[src/logic/pmi_pkg.sv]
// Package with offsets, field positions and carrier types for the PWM interrupt status block.
`default_nettype none
package pmi_pkg;
  localparam logic [7:0] PMI_RAW_OFFSET = 8'h7A;
  localparam logic [7:0] PMI_MASKED_OFFSET = 8'h7B;
  localparam logic [7:0] PMI_CLEAR_OFFSET = 8'h7C;
  localparam int PMI_CHANNELS = 3;
  localparam int PMI_CYCLE_LSB = 0;
  localparam int PMI_SCRIPT_LSB = 3;
  localparam logic [5:0] PMI_FLAGS_RESET = 6'h00;
  localparam logic [7:0] PMI_READ_RESET = 8'h00;

  // Per-channel event pulses and mask bits, one bit per channel.
  typedef struct packed {
    logic [2:0] script_done;
    logic [2:0] cycle_done;
  } pmi_src_type;

  // Register access from the slave port decoder, one byte wide.
  typedef struct packed {
    logic rd;
    logic wr;
    logic [7:0] addr;
    logic [7:0] wdata;
  } pmi_req_type;
endpackage : pmi_pkg
`default_nettype wire

[src/logic/pmi_irq_status.sv]
// Raw and masked interrupt status of the three PWM timer channels.
// How it works
// - Read-only byte at 0x7B returns masked status of all three channels.
// - Masked bit equals raw flag AND the channel's cycle or script mask.
// - Cycle-done flag raised when the active command's PWM cycle completes.
// - Script-done flag raised when a script buffer task finishes its pattern.
// - Script-done masked flags of channels 2, 1, 0 sit at bits 5, 4, 3.
// - Cycle-done masked flags at bits 2, 1, 0; bits 7 and 6 reserved.
// - A masked bit of one means it drives the interrupt output.
// - Flags read zero when idle, one when pending, zero after reset.
// - Unmasked raw flags readable at 0x7A in the same layout.
// - Writing one at 0x7C clears that flag; zero does nothing.
// - Timer software reset leaves pending flags untouched.
`timescale 1ns/1ns
`default_nettype none
// One sticky flag: an event pulse sets it and a host write of one clears it.
module pmi_flag_cell #(
  parameter logic RESET_VALUE = 1'b0
) (
  input wire logic i_mclk,
  input wire logic i_rst,
  input wire logic i_set,
  input wire logic i_clear,
  input wire logic i_enable,
  output logic o_flag,
  output logic o_masked
);

  logic flag_q;
  logic flag_d;

  // Set wins over a clear in the same cycle, so an event is never lost.
  always_comb begin
    flag_d = flag_q;
    if (i_set) begin
      flag_d = 1'b1;
    end else if (i_clear) begin
      flag_d = 1'b0;
    end
  end

  always_ff @(posedge i_mclk) begin
    if (i_rst) begin
      flag_q <= RESET_VALUE;
    end else begin
      flag_q <= flag_d;
    end
  end

  assign o_flag = flag_q;
  // The masked output is combinational; the top module registers it before any pin.
  assign o_masked = flag_q & i_enable;
endmodule : pmi_flag_cell

// Six flags, their masking, the read port and the interrupt request.
module pmi_irq_status (
  input wire logic i_mclk,
  input wire logic i_rst,
  input wire pmi_pkg::pmi_src_type i_event,
  input wire pmi_pkg::pmi_src_type i_mask,
  input wire logic [2:0] i_timer_swreset,
  input wire pmi_pkg::pmi_req_type i_req,
  output logic [7:0] o_rdata,
  output logic o_rvalid,
  output logic [5:0] o_masked,
  output logic o_pwm_irq
);

  // Two flags per channel: cycle-done in the low half, script-done in the high half.
  localparam int CHAN = pmi_pkg::PMI_CHANNELS;
  localparam int FLAG_COUNT = 2 * CHAN;

  // Event and mask carriers flattened into the register bit layout.
  logic [5:0] set_vec;
  logic [5:0] enable_vec;
  logic [5:0] clear_vec;

  // Flag state as the read port and the interrupt pin see it.
  logic [5:0] raw_flags;
  logic [5:0] masked_flags;
  logic [2:0] channel_irq;
  logic irq_any;

  // Address compares and decode results for the request of this cycle.
  logic addr_is_raw;
  logic addr_is_masked;
  logic addr_is_clear;
  logic clear_hit;
  logic raw_hit;
  logic masked_hit;
  logic [7:0] read_word;

  // Event pulses come from timers on this clock, so they need no synchroniser.
  always_comb begin
    set_vec = 6'h00;
    set_vec[pmi_pkg::PMI_CYCLE_LSB +: CHAN] = i_event.cycle_done;
    set_vec[pmi_pkg::PMI_SCRIPT_LSB +: CHAN] = i_event.script_done;
  end

  // A mask bit of one lets its flag reach the masked status and the pin.
  always_comb begin
    enable_vec = 6'h00;
    enable_vec[pmi_pkg::PMI_CYCLE_LSB +: CHAN] = i_mask.cycle_done;
    enable_vec[pmi_pkg::PMI_SCRIPT_LSB +: CHAN] = i_mask.script_done;
  end

  // Equality against the three register offsets.
  always_comb begin
    addr_is_raw = (i_req.addr == pmi_pkg::PMI_RAW_OFFSET);
    addr_is_masked = (i_req.addr == pmi_pkg::PMI_MASKED_OFFSET);
    addr_is_clear = (i_req.addr == pmi_pkg::PMI_CLEAR_OFFSET);
  end

  // Reads and the clear write share one priority chain on the address.
  always_comb begin
    clear_hit = 1'b0;
    raw_hit = 1'b0;
    masked_hit = 1'b0;
    if (addr_is_clear) begin
      clear_hit = i_req.wr;
    end else if (addr_is_masked) begin
      masked_hit = i_req.rd;
    end else if (addr_is_raw) begin
      raw_hit = i_req.rd;
    end
  end

  // Only bits 5 to 0 name a flag; the reserved upper bits of a clear write are ignored.
  always_comb begin
    clear_vec = 6'h00;
    if (clear_hit) begin
      clear_vec = i_req.wdata[5:0];
    end
  end

  // The timer software reset is not wired to the cells: only a clear write removes a flag.
  // Each cell holds one flag, so a bit's set, clear and mask never touch a neighbour.
  genvar gi;
  generate
    for (gi = 0; gi < FLAG_COUNT; gi++) begin : g_flag
      pmi_flag_cell #(
        .RESET_VALUE(pmi_pkg::PMI_FLAGS_RESET[gi])
      ) u_pmi_flag_cell (
        .i_mclk(i_mclk),
        .i_rst(i_rst),
        .i_set(set_vec[gi]),
        .i_clear(clear_vec[gi]),
        .i_enable(enable_vec[gi]),
        .o_flag(raw_flags[gi]),
        .o_masked(masked_flags[gi])
      );
    end
  endgenerate

  // Each channel's share of the interrupt, cycle-done and script-done together.
  always_comb begin
    channel_irq = 3'h0;
    for (int c = 0; c < CHAN; c++) begin
      channel_irq[c] = masked_flags[pmi_pkg::PMI_CYCLE_LSB + c]
        | masked_flags[pmi_pkg::PMI_SCRIPT_LSB + c];
    end
  end

  // The request is a level that stays up while any masked flag is pending.
  always_comb begin
    irq_any = 1'b0;
    for (int k = 0; k < CHAN; k++) begin
      irq_any = irq_any | channel_irq[k];
    end
  end

  // Reserved bits 7 and 6 always read zero.
  // The masked read uses the live flags, registered on the same edge as o_masked, so the two agree.
  always_comb begin
    read_word = pmi_pkg::PMI_READ_RESET;
    if (masked_hit) begin
      read_word = {2'h0, masked_flags};
    end else if (raw_hit) begin
      read_word = {2'h0, raw_flags};
    end else begin
      read_word = pmi_pkg::PMI_READ_RESET;
    end
  end

  // Registered copy of the masked flags for the host side.
  always_ff @(posedge i_mclk) begin
    if (i_rst) begin
      o_masked <= pmi_pkg::PMI_FLAGS_RESET;
    end else begin
      o_masked <= masked_flags;
    end
  end

  // The pin request is registered so it cannot glitch on a mask write.
  always_ff @(posedge i_mclk) begin
    if (i_rst) begin
      o_pwm_irq <= 1'b0;
    end else begin
      o_pwm_irq <= irq_any;
    end
  end

  // A read of any address pulses the valid strobe; unmapped addresses return zero.
  always_ff @(posedge i_mclk) begin
    if (i_rst) begin
      o_rvalid <= 1'b0;
    end else begin
      o_rvalid <= i_req.rd;
    end
  end

  // Read data stands for exactly the one cycle of the valid strobe.
  always_ff @(posedge i_mclk) begin
    if (i_rst) begin
      o_rdata <= pmi_pkg::PMI_READ_RESET;
    end else begin
      o_rdata <= read_word;
    end
  end
endmodule : pmi_irq_status
`default_nettype wire

[config.mk]
export PLATFORM = sky130hd
export DESIGN_NAME = pmi_irq_status
export DESIGN_NICKNAME = d
export VERILOG_FILES = /design/src/logic/pmi_pkg.sv /design/src/logic/pmi_irq_status.sv
export SDC_FILE = /design/constraint.sdc
export NUM_CORES = 1
export LEC_CHECK = 0
export ABC_CLOCK_PERIOD_IN_PS = 2300
export BUFFER_PORTS_ARGS = -buffer_cell sky130_fd_sc_hd__buf_4
export CORE_MARGIN = 5
export CORE_UTILIZATION = 42
export CTS_CLUSTER_DIAMETER = 100
export DETAILED_ROUTE_END_ITERATION = 16
export GPL_TIMING_DRIVEN = 0
export PLACE_DENSITY = 0.77
export SYNTH_ARGS = -nofsm -noshare
export SYNTH_HDL_FRONTEND = slang
export SYNTH_SLANG_ARGS = --single-unit
[constraint.sdc]
create_clock -name i_mclk -period 2.3 [get_ports i_mclk]
set_clock_uncertainty 0.15 [all_clocks]
set_input_delay 0.345 -clock i_mclk [delete_from_list [all_inputs] [get_ports i_mclk]]
set_output_delay 0.345 -clock i_mclk [all_outputs]
set_load 0.01 [all_outputs]
; Yosys cells after proc, flatten, opt, wreduce, memory -nomap -nowiden
; Cells that the tools add are included.
[classes]
bitwise = 11
eq_ne = 3
reduce_logical = 7
n_mux = 21
[ops]
columns = cell, count
row1 = $eq A8 B7 Y1 const B, 3
row2 = $mux W1, 18
row3 = $mux W6, 3
row4 = $reduce_bool A2 Y1, 6
row5 = $and A1 B1 Y1, 6
row6 = $or A1 B1 Y1, 5
row7 = $reduce_or A2 Y1, 1
[totals]
reg_bits = 22
inputBits = 35
output_inout_bits = 16
word_cells = 53

; Logic depth before layout (Yosys ltp)
[depth]
depth_word = 6
ltp_mapped = 3
ltp_nobuf = 3

; Modules after synthesis
; A second synthesis with hierarchy kept.
[unflattened]
cells_unflattened = 87
area_unflattened_um2 = 905.9
[modules_own_cells]
columns = module, seq_area_each_um2, cells_each, area_per_inst_um2, instances
row1 = pmi_irq_status, 280.3, 57, 635.6, 1
row2 = pmi_flag_cell, 20.0, 5, 45.0, 6

; Worst setup path before layout
; OpenSTA, ideal clock, no wires.
[synth_timing]
path_type = in2reg
start = in i_req[15] in the netlist's numbering
end = reg g_flag[0].u_pmi_flag_cell.flag_q
t_arrival_ns = 0.810
path_stages = 3
setup_slack_ns = 1.210
n_path_buf = 0
setup_time_ns = 0.129
t_required_ns = 2.021
cell_sequence = nand4b_4 nor3b_1 a211oi_1
[synth_via]
elab_chain_cells = 4
[synth_rtl]
columns = item, line_no
row1 = start: declaration, pmi_irq_status.sv:62  ; input wire pmi_pkg::pmi_req_type i_req,
row2 = $eq A8 B7 Y1, pmi_irq_status.sv:111  ; addr_is_clear = (i_req.addr == pmi_pkg::PMI_CLEAR_OFFSET);
row3 = $mux W1, pmi_irq_status.sv:119  ; if (addr_is_clear) begin
row4 = $mux W6, pmi_irq_status.sv:131  ; if (clear_hit) begin
row5 = $reduce_bool A2 Y1 (no source line), n/a
row6 = end signal: assignment, pmi_irq_status.sv:46  ; flag_q <= flag_d;
row7 = end: declaration, pmi_irq_status.sv:29  ; logic flag_q;
; Every way passes these cells.
; A chain may end at the register's enable or synchronous reset.

; Worst setup path in the final report
[layout_timing]
start = reg o_masked[1]
end = out o_masked[1]
[layout_rtl]
columns = item, line_no
row1 = start: declaration, pmi_irq_status.sv:65  ; output logic [5:0] o_masked,
row2 = start signal: assignment, pmi_irq_status.sv:188  ; o_masked <= pmi_pkg::PMI_FLAGS_RESET;
row3 = start signal: assignment, pmi_irq_status.sv:190  ; o_masked <= masked_flags;
; No word-level cell between the ends.

==> impl_metrics.csv <==
group,metric,value,unit
synth,synth_warnings,0,
routing,top_layer,"met4",
power_and_ir_drop,total_power,0.000653,W
setup_path,reg2regPathDepth,3,
clocking,cts_inserted_buffers,3,
routing,wl_met2,949,µm
placement,globalplace.congestion,0.810,
power_and_ir_drop,p_leak,0.544,nW
synth,synth_seq_area_share,54.4,%
power_and_ir_drop,powerDensity,583,mW/mm²
synth,syn_avg_cell_area,9.68,µm²
clocking,htreeDepth,1,
clocking,root_buffer,"clkbuf_4",
floorplanning,die_area,0.00269,mm²
timing,setup_viol,0,
setup_path,path_delay_family,"flip-flops",
placement,dpl_cell_area,0.00108,mm²
global_routing,grt_pass1_wl,2990,µm
floorplanning,core_area,0.00169,mm²
synth,syn_inst,76,
synth,synth-seq-cells,20,
finish,drive_above_1_share,43.5,%
clocking,cts_setup_buffers,0,
timing,setup_tns,0,ns
finish,area_growth,52.2,%
placement,io_buffers,43,
finish,finalNonFillerCells,141,
setup_path,cp-start-kind,"register",
clocking,clock_latency,0.29,ns
setup_path,cp.depth,1,
timing,finalCritPeriodShare,53.8,%
clocking,cts.reportedPaths.clkPinSlew,0.11,ns
finish,nets,160,
placement,place_inst,137,
finish,diodes,0,
setup_path,crit_fanout,1,
routing,wl_met1,678,µm
setup_path,arrival,0.74,ns
power_and_ir_drop,max-vdd-ir-drop,0.336,mV
placement,preCtsSetupSlack,1.02,ns
routing,routed_wirelength,1750,µm
clocking,cts_repair_resize_count,0,
run_status,status,"finished clean",
power_and_ir_drop,pwr-share-comb,14.3,%
finish,nFillCells,153,
power_and_ir_drop,p_int,0.000513,W
power_and_ir_drop,p_sw,0.000140,W
global_routing,overflow,0,
floorplanning,die_h,51.9,µm
clocking,cts_tree,"done",
synth,synthDistinctLibCells,18,
global_routing,grt_pass1_vias,681,
routing,drt_iter0_markers,11,
synth,syn_area,736,µm²
routing,wl_per_cell,12.4,µm
placement,dp_hpwl,1450,µm
setup_path,end_kind,"primary output",
synth,yosysTopAreaCell,"dfxtp_1",
routing,ant_nets,0,
floorplanning,start_util,43.6,%
floorplanning,ios,51,
timing,rsz0062_at_grt,"false",
timing,fmax,809,MHz
routing,drc,0,
finish,final_cell_mix,"45 x buf_4, 20 x dfxtp_1, 18 x nor2_1",
setup_path,r2r_setup_slack,1.29,ns
routing,firstDrtPassIters,4,
timing,drv_slew,0,
power_and_ir_drop,seq_power_share,56.3,%
floorplanning,num_rows,15,
setup_path,crit_type,"reg -> out",
routing,drt-vias-per-instance,4.69,
clocking,cts_sinks,20,
clocking,ctsHoldBuffers,0,
setup_path,worstPathCellList,"buf_4",
setup_path,cpPeakStageDelay,0.32,ns
worst_hold_path,hold_class,"in -> reg",
setup_path,required,1.80,ns
worst_hold_path,hold_path_depth,2,
global_routing,grt_max_degree,12,
global_routing,grt_usage,14.9,%
synth,synthTopCellsByArea,"dfxtp_1 54%, nor2_1 9.2%, a211oi_1 6.1%, nor3b_1 6.1%, o21ai_0 4.1%",
timing,timing.final.ws_setup,1.06,ns
timing,finalHoldViolations,0,
finish,fin_area,0.00112,mm²
routing,route.met3.wl,109,µm
flow_run,max_cap_viol_count,0,
timing,fin_crit,1.24,ns
power_and_ir_drop,p_sw_share,21.4,%
routing,vias,661,
synth,synth_top_area_share,54.4,%
global_routing,antenna_found_initial,0,
power_and_ir_drop,pwr-share-clk,29.4,%
finish,final_common_cell,"buf_4",
setup_path,cp_slowest_cell,"dfxtp_1",
setup_path,critPathBufInv,1,
floorplanning,die_w,51.9,µm
clocking,clockBufferDepth,2,
[logic make-up after synthesis]
kind of cell           count (synthesis)  share of synthesized area, %
and+or+nand+nor                       38                          30.4
DFF                                   20                          54.4
AOI/OAI and AO/OA                     13                          11.4
buffers and inverters                  4                          3.23
other                                  1                         0.510
[state kept, by name, summed over array words and instances, names as in the netlist]
register and flops:
g_flag.u_pmi_flag_cell.o_flag 6, o_masked 6, o_pwm_irq 1, o_rdata 6
o_rvalid 1
[worst paths after layout]
path,startpoint,to
min,i_rst,g_flag[5].u_pmi_flag_cell.o_flag
min reg2reg,g_flag[3].u_pmi_flag_cell.o_flag,o_rdata[3]
max,o_masked[1],o_masked[1]
max reg2reg,g_flag[1].u_pmi_flag_cell.o_flag,o_pwm_irq
[power by group through the flow]
stage	Clock, W	Combinational [W]	Sequential [W]
after CTS	0.000194	0.0000940	0.000367
after detailed placement	0	0.0000936	0.000375
after floorplan	0	0.0000323	0.000377
after global placement	0	0.0000913	0.000375
after global routing	0.000220	0.000103	0.000370
final	0.000192	0.0000930	0.000368
[per-stage QoR]
stage          util [%]  hold slack, ns
2_1_floorplan         -           0.268
3_3_place_gp       64.1           0.315
3_5_place_dp       64.1           0.311
4_1_cts            66.3          0.0932
5_1_grt            66.3          0.0865
6_report           66.3          0.0972
[synth_stat cells]
library cell / n
a211oi_1: 6
a41oi_1: 1
and2_1: 2
and2b_2: 1
and3b_1: 1
buf_2: 1
buf_4: 2
conb_1: 1
dfxtp_1: 20
inv_1: 1
nand2_1: 6
nand3b_4: 1
nand4b_1: 1
nand4b_4: 1
nor2_1: 18
nor2_2: 1
nor3b_1: 6
o21ai_0: 6
[worst register-to-register path, cell delays in order, from the launching register on]
cell	delay, ns
dfxtp_1	0.37
nand2_1	0.08
and2_1	0.15
a41oi_1	0.19
[area by class of cell]
cell class | instances | area (µm²) | share of cell area, %
timing repair buffer | 43 | 323 | 28.8
sequential | 20 | 400 | 35.8
clock buffer | 4 | 36.3 | 3.24
buffer | 3 | 20.0 | 1.79
multi-input combinational | 53 | 315 | 28.2
inverter | 1 | 3.75 | 0.335
tap | 17 | 21.3 | 1.90
[metal layers]
metal | vias up | GRT usage (%)
met5 | - | 0
met4 | 0 | 5.24
met3 | 2 | 2.87
met2 | 20 | 26.4
met1 | 283 | 17.6
li1 | 356 | -
Note: power is estimated with default switching activity, not from simulation.
